### src/design/cmbx_pkg.sv
package cmbx_pkg;

  // ==========================================================================
  // Page map
  // ==========================================================================
  localparam logic [7:0] CMBX_MSG_PAGE      = 8'h9f;
  localparam logic [7:0] CMBX_UPPER_BASE    = 8'h80;
  localparam logic [7:0] CMBX_CODE_HI       = 8'h80;
  localparam logic [7:0] CMBX_CODE_LO       = 8'h81;
  localparam logic [6:0] CMBX_IDX_EXT_HI    = 7'h02;
  localparam logic [6:0] CMBX_IDX_EXT_LO    = 7'h03;
  localparam logic [6:0] CMBX_IDX_LOC_LEN   = 7'h04;
  localparam logic [6:0] CMBX_IDX_CHK       = 7'h05;
  localparam logic [6:0] CMBX_IDX_RPL_LEN   = 7'h06;
  localparam logic [6:0] CMBX_IDX_RPL_CHK   = 7'h07;
  localparam logic [6:0] CMBX_IDX_LPL       = 7'h08;
  localparam logic [7:0] CMBX_OFS_RPL_LEN   = 8'h86;
  localparam logic [7:0] CMBX_OFS_RPL_CHK   = 8'h87;
  localparam logic [7:0] CMBX_OFS_LPL       = 8'h88;

  // ==========================================================================
  // Lengths and reply length encoding
  // ==========================================================================
  localparam logic [7:0] CMBX_LPL_MAX       = 8'h78;
  localparam logic [7:0] CMBX_RPL_EPL_MIN   = 8'hf0;

  // ==========================================================================
  // Execution status values and completion flag positions
  // ==========================================================================
  localparam logic [7:0] CMBX_STAT_IDLE     = 8'h00;
  localparam logic [7:0] CMBX_STAT_BUSY     = 8'h81;
  localparam logic [7:0] CMBX_STAT_OK       = 8'h01;
  localparam logic [7:0] CMBX_STAT_CHK_ERR  = 8'h45;
  localparam logic [7:0] CMBX_STAT_FAIL     = 8'h46;
  localparam logic [7:0] CMBX_STAT_LEN_ERR  = 8'h47;
  localparam int         CMBX_FLAG_BYTE     = 8;
  localparam int         CMBX_FLAG_BIT_I0   = 7;
  localparam int         CMBX_FLAG_BIT_I1   = 6;
  localparam int         CMBX_STAT_BYTE_I0  = 37;
  localparam int         CMBX_STAT_BYTE_I1  = 38;

  typedef enum logic [2:0] {
    CMBX_IDLE  = 3'b000,
    CMBX_SUM   = 3'b001,
    CMBX_CHECK = 3'b010,
    CMBX_EXEC  = 3'b011,
    CMBX_RSUM  = 3'b100,
    CMBX_WLEN  = 3'b101,
    CMBX_WCHK  = 3'b110,
    CMBX_DONE  = 3'b111
  } cmbx_state_t;

endpackage : cmbx_pkg

### src/design/cmbx_sum.sv
`timescale 1ns/1ps

// Running modulo-256 byte sum, shared by the command and reply checks.
module cmbx_sum #(
  parameter int WIDTH = 8
) (
  input  wire logic             sys_clk,
  input  wire logic             rst_n,
  input  wire logic             clr,
  input  wire logic             add_en,
  input  wire logic [WIDTH-1:0] din,
  output logic      [WIDTH-1:0] sum
);

  always_ff @(posedge sys_clk or negedge rst_n) begin
    if (!rst_n) begin
      sum <= '0;
    end else if (clr) begin
      sum <= '0;
    end else if (add_en) begin
      sum <= sum + din;
    end
  end

endmodule : cmbx_sum

### src/design/cmbx_mailbox.sv
`timescale 1ns/1ps

// Contract
// - Reply length: 0-120 local bytes, 240-255 extended pages, rest reserved.
// - Local reply check is inverted sum of reply bytes; zero without a body.
// - Extended-only reply check is inverted sum of all used extended bytes.
// - Mixed replies take length and check from the executed command.
// - Command checksum covers length fields, never the reply header bytes.
// - Local payload holds arguments and replies; replies may overwrite them.
// - A write ending at or including the code low byte starts execution.
// - Execution status byte is kept current while a command runs.
// - Completion flag is set when a command finishes.
// - Trigger mode bit selects which write event starts processing.
// - Mode 0: STOP ending a one or two byte write at byte 129.
// - Mode 1: STOP of any write whose span includes byte 129.
// - Body may sit in local, extended or both areas per command.
// - Extended payload gets no general validity check here.
// - Checksum is inverted sum of bytes 128 to 136+len-1 less 133-135.
// - Command header bytes are left untouched by the reply.
module cmbx_mailbox
  import cmbx_pkg::*;
#(
  parameter logic TRIGGER_MODE = 1'b0
) (
  input  wire logic        sys_clk,
  input  wire logic        rst_n,
  input  wire logic [7:0]  cur_page,
  input  wire logic        acc_wr,
  input  wire logic [7:0]  acc_addr,
  input  wire logic [7:0]  acc_wdata,
  input  wire logic        acc_stop,
  input  wire logic [7:0]  rd_addr,
  output logic      [7:0]  rd_data,
  output logic             cmd_start,
  output logic      [15:0] cmd_code,
  output logic      [15:0] cmd_ext_len,
  output logic      [7:0]  cmd_loc_len,
  output logic             cmd_chk_ok,
  input  wire logic        rep_wr,
  input  wire logic [7:0]  rep_addr,
  input  wire logic [7:0]  rep_wdata,
  input  wire logic        rep_done,
  input  wire logic        rep_fail,
  input  wire logic [7:0]  rep_len,
  input  wire logic        rep_span,
  input  wire logic [7:0]  rep_span_chk,
  input  wire logic [7:0]  rep_ext_sum,
  input  wire logic        cmp_clr,
  output logic      [7:0]  exec_status,
  output logic             cmd_complete
);

  import cmbx_pkg::*;

  // ==========================================================================
  // State
  // ==========================================================================
  typedef struct packed {
    cmbx_state_t st;
    logic [6:0]  idx;
    logic [6:0]  lim;
    logic [1:0]  wcnt;
    logic        hit_lo;
    logic        last_lo;
    logic        cmd_start;
    logic [15:0] cmd_code;
    logic [15:0] cmd_ext_len;
    logic [7:0]  cmd_loc_len;
    logic        cmd_chk_ok;
    logic [7:0]  rlen;
    logic [7:0]  rchk;
    logic        rfail;
    logic [7:0]  status;
    logic        complete;
    logic [7:0]  rd_data;
  } cmbx_regs_t;

  cmbx_regs_t r;
  cmbx_regs_t next_r;

  // The page bytes 128-255 live in one local array.
  logic [7:0] page_mem [128];

  logic        mem_we;
  logic [6:0]  mem_idx;
  logic [7:0]  mem_wdata;
  logic        sum_clr;
  logic        sum_add;
  logic [7:0]  sum;
  logic        host_wr;
  logic        trigger;
  logic [7:0]  cur_byte;

  assign cur_byte = page_mem[r.idx];
  assign host_wr  = acc_wr && (cur_page == CMBX_MSG_PAGE)
                    && acc_addr[7];

  cmbx_sum #(
    .WIDTH (8)
  ) u_sum (
    .sys_clk (sys_clk),
    .rst_n   (rst_n),
    .clr     (sum_clr),
    .add_en  (sum_add),
    .din     (cur_byte),
    .sum     (sum)
  );

  // ==========================================================================
  // Trigger detection across one write transaction
  // ==========================================================================
  always_comb begin
    if (TRIGGER_MODE) begin
      trigger = acc_stop && r.hit_lo && (r.wcnt != 2'd0);
    end else begin
      trigger = acc_stop && r.last_lo && (r.wcnt != 2'd0)
                && (r.wcnt <= 2'd2);
    end
  end

  // ==========================================================================
  // Next state
  // ==========================================================================
  always_comb begin
    next_r           = r;
    next_r.cmd_start = 1'b0;
    mem_we           = 1'b0;
    mem_idx          = acc_addr[6:0];
    mem_wdata        = acc_wdata;
    sum_clr          = 1'b0;
    sum_add          = 1'b0;

    next_r.rd_data = (cur_page == CMBX_MSG_PAGE && rd_addr[7])
                     ? page_mem[rd_addr[6:0]] : 8'h00;

    // Writes on other pages never count toward a trigger.
    if (acc_stop) begin
      next_r.wcnt    = 2'd0;
      next_r.hit_lo  = 1'b0;
      next_r.last_lo = 1'b0;
    end else if (host_wr) begin
      if (r.wcnt != 2'd3) begin
        next_r.wcnt = r.wcnt + 2'd1;
      end
      next_r.hit_lo  = r.hit_lo || (acc_addr == CMBX_CODE_LO);
      next_r.last_lo = (acc_addr == CMBX_CODE_LO);
    end

    // Host bytes land unless the executor or a reply header write owns the write port this cycle.
    if (host_wr && !(rep_wr && r.st == CMBX_EXEC)) begin
      mem_we = 1'b1;
    end

    if (cmp_clr) begin
      next_r.complete = 1'b0;
    end

    unique case (r.st)
      CMBX_IDLE: begin
        // A new code during execution is not acted on.
        if (trigger && (cur_page == CMBX_MSG_PAGE)) begin
          next_r.cmd_code    = {page_mem[7'h00], page_mem[7'h01]};
          next_r.cmd_ext_len = {page_mem[CMBX_IDX_EXT_HI],
                                page_mem[CMBX_IDX_EXT_LO]};
          next_r.cmd_loc_len = page_mem[CMBX_IDX_LOC_LEN];
          next_r.lim = (page_mem[CMBX_IDX_LOC_LEN] > CMBX_LPL_MAX)
                       ? 7'(CMBX_LPL_MAX + 8'd7)
                       : 7'(page_mem[CMBX_IDX_LOC_LEN] + 8'd7);
          next_r.idx    = 7'd0;
          next_r.status = CMBX_STAT_BUSY;
          sum_clr       = 1'b1;
          next_r.st     = CMBX_SUM;
        end
      end
      CMBX_SUM: begin
        // Length fields are summed; the stored checksum and reply header not.
        sum_add = (r.idx < CMBX_IDX_CHK) || (r.idx >= CMBX_IDX_LPL);
        next_r.idx = r.idx + 7'd1;
        if (r.idx == r.lim) begin
          next_r.st = CMBX_CHECK;
        end
      end
      CMBX_CHECK: begin
        next_r.cmd_chk_ok = ((~sum) == page_mem[CMBX_IDX_CHK]);
        next_r.cmd_start  = 1'b1;
        next_r.st         = CMBX_EXEC;
      end
      CMBX_EXEC: begin
        // Extended payload is validated only by the command executor.
        if (rep_wr && rep_addr >= CMBX_OFS_LPL) begin
          mem_we    = 1'b1;
          mem_idx   = rep_addr[6:0];
          mem_wdata = rep_wdata;
        end
        if (rep_done) begin
          next_r.rlen  = rep_len;
          next_r.rfail = rep_fail;
          next_r.idx   = CMBX_IDX_LPL;
          sum_clr      = 1'b1;
          if (rep_span) begin
            next_r.rchk = rep_span_chk;
            next_r.st   = CMBX_WLEN;
          end else if (rep_len >= CMBX_RPL_EPL_MIN) begin
            next_r.rchk = ~rep_ext_sum;
            next_r.st   = CMBX_WLEN;
          end else if (rep_len > CMBX_LPL_MAX) begin
            next_r.rchk  = 8'h00;
            next_r.rfail = 1'b1;
            next_r.st    = CMBX_WLEN;
          end else if (rep_len == 8'h00) begin
            next_r.rchk = 8'h00;
            next_r.st   = CMBX_WLEN;
          end else begin
            next_r.lim = 7'(rep_len + 8'd7);
            next_r.st  = CMBX_RSUM;
          end
        end
      end
      CMBX_RSUM: begin
        sum_add    = 1'b1;
        next_r.idx = r.idx + 7'd1;
        if (r.idx == r.lim) begin
          next_r.st = CMBX_DONE;
        end
      end
      CMBX_DONE: begin
        next_r.rchk = ~sum;
        next_r.st   = CMBX_WLEN;
      end
      CMBX_WLEN: begin
        // Only the two reply header bytes are rewritten.
        mem_we    = 1'b1;
        mem_idx   = CMBX_IDX_RPL_LEN;
        mem_wdata = r.rlen;
        next_r.st = CMBX_WCHK;
      end
      CMBX_WCHK: begin
        mem_we          = 1'b1;
        mem_idx         = CMBX_IDX_RPL_CHK;
        mem_wdata       = r.rchk;
        next_r.complete = 1'b1;
        next_r.st       = CMBX_IDLE;
        if (r.rlen > CMBX_LPL_MAX && r.rlen < CMBX_RPL_EPL_MIN) begin
          next_r.status = CMBX_STAT_LEN_ERR;
        end else if (!r.cmd_chk_ok) begin
          next_r.status = CMBX_STAT_CHK_ERR;
        end else if (r.rfail) begin
          next_r.status = CMBX_STAT_FAIL;
        end else begin
          next_r.status = CMBX_STAT_OK;
        end
      end
    endcase
  end

  // ==========================================================================
  // Registers
  // ==========================================================================
  always_ff @(posedge sys_clk or negedge rst_n) begin
    if (!rst_n) begin
      r        <= '0;
      r.st     <= CMBX_IDLE;
      r.status <= CMBX_STAT_IDLE;
    end else begin
      r <= next_r;
    end
  end

  // The array has no reset; the host presets what it relies on.
  always_ff @(posedge sys_clk) begin
    if (mem_we) begin
      page_mem[mem_idx] <= mem_wdata;
    end
  end

  assign rd_data      = r.rd_data;
  assign cmd_start    = r.cmd_start;
  assign cmd_code     = r.cmd_code;
  assign cmd_ext_len  = r.cmd_ext_len;
  assign cmd_loc_len  = r.cmd_loc_len;
  assign cmd_chk_ok   = r.cmd_chk_ok;
  assign exec_status  = r.status;
  assign cmd_complete = r.complete;

endmodule : cmbx_mailbox

### config.mk
export PLATFORM = sky130hd
export DESIGN_NAME = cmbx_mailbox
export DESIGN_NICKNAME = d
export VERILOG_FILES = /design/src/design/cmbx_pkg.sv /design/src/design/cmbx_sum.sv /design/src/design/cmbx_mailbox.sv
export SDC_FILE = /design/constraint.sdc
export NUM_CORES = 2
export LEC_CHECK = 0
export BUFFER_PORTS_ARGS = -buffer_cell sky130_fd_sc_hd__buf_4
export CAP_MARGIN = 10
export CELL_PAD_IN_SITES_DETAIL_PLACEMENT = 1
export CELL_PAD_IN_SITES_GLOBAL_PLACEMENT = 1
export CORE_ASPECT_RATIO = 1.2
export CORE_MARGIN = 8
export CORE_UTILIZATION = 56
export DETAILED_ROUTE_END_ITERATION = 10
export PLACE_DENSITY = 0.89
export SLEW_MARGIN = 0
export SYNTH_ARGS = -nofsm -noshare
export SYNTH_HDL_FRONTEND = slang
export SYNTH_HIERARCHICAL = 1
export SYNTH_SLANG_ARGS = --single-unit
### constraint.sdc
create_clock -name sys_clk -period 8.9 [get_ports sys_clk]
set_input_delay 0.445 -clock sys_clk [delete_from_list [all_inputs] [get_ports sys_clk]]
set_output_delay 0.445 -clock sys_clk [all_outputs]
set_load 0.01 [all_outputs]
==> flow_metrics.py <==
metrics = {
    "die": {
        "start_util_pct": 56.5,
        "std_cell_rows": 124,
        "die_area_um2": 106000,
        "die_h_um": 356,
        "core_area_um2": 95300,
        "io_pins": 140,
        "die_x_um": 299,
    },
    "synthesis": {
        "synth_area_per_cell_um2": 17.1,
        "ys_seq_area_share_pct": 61.8,
        "synth-main-ff-cell": "edfxtp_1",
        "synthDistinctLibCells": 74,
        "ys.warnings.count": 6,
        "yosysMostFrequentCell": "edfxtp_1",
        "ys_ff_latch": 1124,
        "syn_area_um2": 53800,
        "synth_area_leader_cell": "edfxtp_1",
        "synth_commonest_cells": "1024 x edfxtp_1, 432 x mux4_2, 278 x mux2i_1",
        "synth_top_cells_by_area": "edfxtp_1 57%, mux4_2 18%, mux2i_1 5.2%",
        "netlist.area_leader.share_pct": 57.1,
        "postSynth.asyncResetShare_pct": 8.90,
        "synth_edf_count": 1024,
        "synth_cells": 3157,
    },
    "final_layout": {
        "fin_area_um2": 59100,
        "fillCellCount": 8248,
        "area_growth_pct": 9.85,
        "fin_cells": 4548,
        "drive_above_1_share_pct": 26.7,
        "nets": 3282,
    },
    "clock_tree": {
        "clock-sinks": 1124,
        "path_clk_slew_ns": 0.07,
        "cts_buffer_depth": 3,
        "cts_setup_buffers": 0,
        "cts_root_buffer": "clkbuf_16",
        "cts_tree": "done",
        "cts_resized": 0,
        "cts_buffers": 108,
        "clock_latency_ns": 0.71,
        "cts_max_level": 3,
    },
    "hold_path": {
        "worstHoldPathType": "input port to flop",
    },
    "timing": {
        "relSlewSlack_pct": 4.57,
        "finalWorstSetupSlack_ns": 2.90,
        "drv_slew": 0,
        "clock-skew-final_ns": 0.0450,
        "worstMarginPinSlew_ns": 1.42,
        "finalHoldViolCount": 0,
        "fmax_mhz": 167,
        "final.setup.tns_ns": 0,
        "min_period_over_period_pct": 67.4,
        "finalSetupViolations": 0,
        "finalCriticalPeriod_ns": 6.00,
        "rsz0062_at_grt": "false",
    },
    "critical_path": {
        "cp.required_ns": 9.47,
        "path_max_fanout": 52,
        "crit_arrival_ns": 6.56,
        "cp-end-kind": "flop",
        "critPathKind": "flop to flop",
        "reg2reg_slack_ns": 2.90,
        "start_kind": "flop",
    },
    "placement": {
        "place_hpwl_um": 118000,
        "dp_slack_ns": 3.24,
        "gp_congestion": 0.950,
        "io_buffers": 136,
        "placed_area_um2": 55500,
        "placed_cells": 4332,
    },
    "detailed_routing": {
        "vias": 35600,
        "drtIter0Drc": 5342,
        "drc_errors": 0,
        "first_pass_iters": 8,
        "wire_per_inst_um": 41.3,
        "drt.antenna.violating_nets": 0,
        "viasPerCell": 7.82,
        "routed_wl_um": 188000,
    },
    "job": {
        "cap_violations": 0,
    },
    "power": {
        "powerDensity_nw_per_um2": 296,
        "p_leak_nw": 19.7,
        "power_mw": 17.5,
        "ir_worst_vdd_mv": 0.261,
    },
    "grt": {
        "grt_pass1_wl_um": 270000,
        "grt_pass1_vias": 36500,
        "grt_max_degree": 108,
        "grt_remaining_overflow": 0,
        "antenna_found_initial": 14,
        "grt_usage_pct": 34.9,
    },
    "run_status": {
        "status": "complete, no violations",
    },
}
[cell usage in the layout, fill, tap and decap left out, drive strengths merged, types with 27 or more instances in the layout]
| cell | netlist | layout |
|---|---|---|
| buf | 168 | 189 |
| o221ai | 115 | 115 |
| edfxtp | 1024 | 1024 |
| clkinv | 1 | 50 |
| nor2 | 196 | 196 |
| mux4 | 432 | 432 |
| nand2 | 74 | 74 |
| mux2i | 278 | 278 |
| a21oi | 96 | 96 |
| o21ai | 86 | 86 |
| o22ai | 69 | 69 |
| nand3 | 27 | 27 |
| clkbuf | 108 | 145 |
| mux2 | 53 | 53 |
| dfrtp | 100 | 100 |
[cell type report]
class | count | area, um2 | area share, %
Tap cell | 1260 | 1580 | 2.67
Timing Repair Buffer | 193 | 1550 | 2.62
Clock buffer | 144 | 3050 | 5.16
Clock inverter | 58 | 514 | 0.870
Inverter | 28 | 121 | 0.205
Sequential cell | 1124 | 33300 | 56.2
Multi-Input combinational cell | 1731 | 19000 | 32.2
Antenna cell | 10 | 25.0 | 0.0423
[registers in the layout (all words and copies together) (netlist names), named ones only]
signal / cells
u_sum/sum: 8
cmd_ext_len: 16
cmd_start: 1
cmd_complete: 1
exec_status: 4
cmd_code: 16
page_mem: 1024
rd_data: 8
cmd_chk_ok: 1
r: 36
cmd_loc_len: 8
[cells by family (layout without fill, tap and decap cells)]
group	count (synthesis)	count (layout)	synth area share [%]
adder cells (fa/ha/maj)	15	15	0.363
other	1	13	0.00697
buffers and inverters	304	423	2.94
AND/OR/NAND/NOR	429	429	3.77
multiplexers	763	763	24.4
XOR/XNOR	32	32	0.521
AO/OA/AOI/OAI	489	489	6.28
flip-flops	1124	1124	61.8
[per-layer routing]
layer	routed length, um	GRT usage [%]	up-vias
met5	50	0.229	-
met4	17400	24.3	8
met1	59900	42.2	18100
met2	86900	54.3	3359
met3	23600	9.69	925
li1	-	-	13200
[per-stage QoR]
step | utilization (%) | hold slack (ns)
6_report | 62.1 | 0.0361
5_1_grt | 62.1 | 0.0328
4_1_cts | 62.0 | 0.00359
3_5_place_dp | 58.3 | 0.481
3_3_place_gp | 58.3 | 0.464
2_1_floorplan | - | 0.149
[worst paths after layout]
check	startpoint	endpoint	cells after the start
worst max-delay path	r[88]$_DFFE_PN0P_	u_sum/sum[5]$_DFFE_PN0P_	13
worst min-delay path	rep_len[6]	r[32]$_DFFE_PN0P_	2
worst max register to register	r[88]$_DFFE_PN0P_	u_sum/sum[5]$_DFFE_PN0P_	13
worst min register to register	exec_status[7]$_DFFE_PN0P_	exec_status[7]$_DFFE_PN0P_	2
max in group asynchronous	rst_n	exec_status[0]$_DFFE_PN0P_	3
min in group asynchronous	rst_n	r[88]$_DFFE_PN0P_	2
[power by group]
part	switching [mW]	total, mW	internal (mW)	leakage [nW]
combinational	3.99	5.81	1.82	7.39
clock	2.09	4.68	2.59	1.76
sequential	0.257	7.03	6.77	10.6
[critical path, stage by stage (launching register included)]
cell,delay [ns]
dfrtp_4,0.91
nand2_4,0.66
buf_4,0.58
o221ai_1,0.44
o22ai_1,0.15
o21ai_0,0.71
nand2_1,0.23
o21ai_0,0.76
ha_1,0.41
a211oi_2,0.27
o21bai_1,0.12
a21oi_1,0.18
nor4b_1,0.07
a211o_1,0.30
[repair_timing]
action	in CTS	in global routing
hold buffers	3	0
setup endpoints to repair	0	0
hold endpoints to repair	49	0
Note: power is estimated with default switching activity, not from simulation.
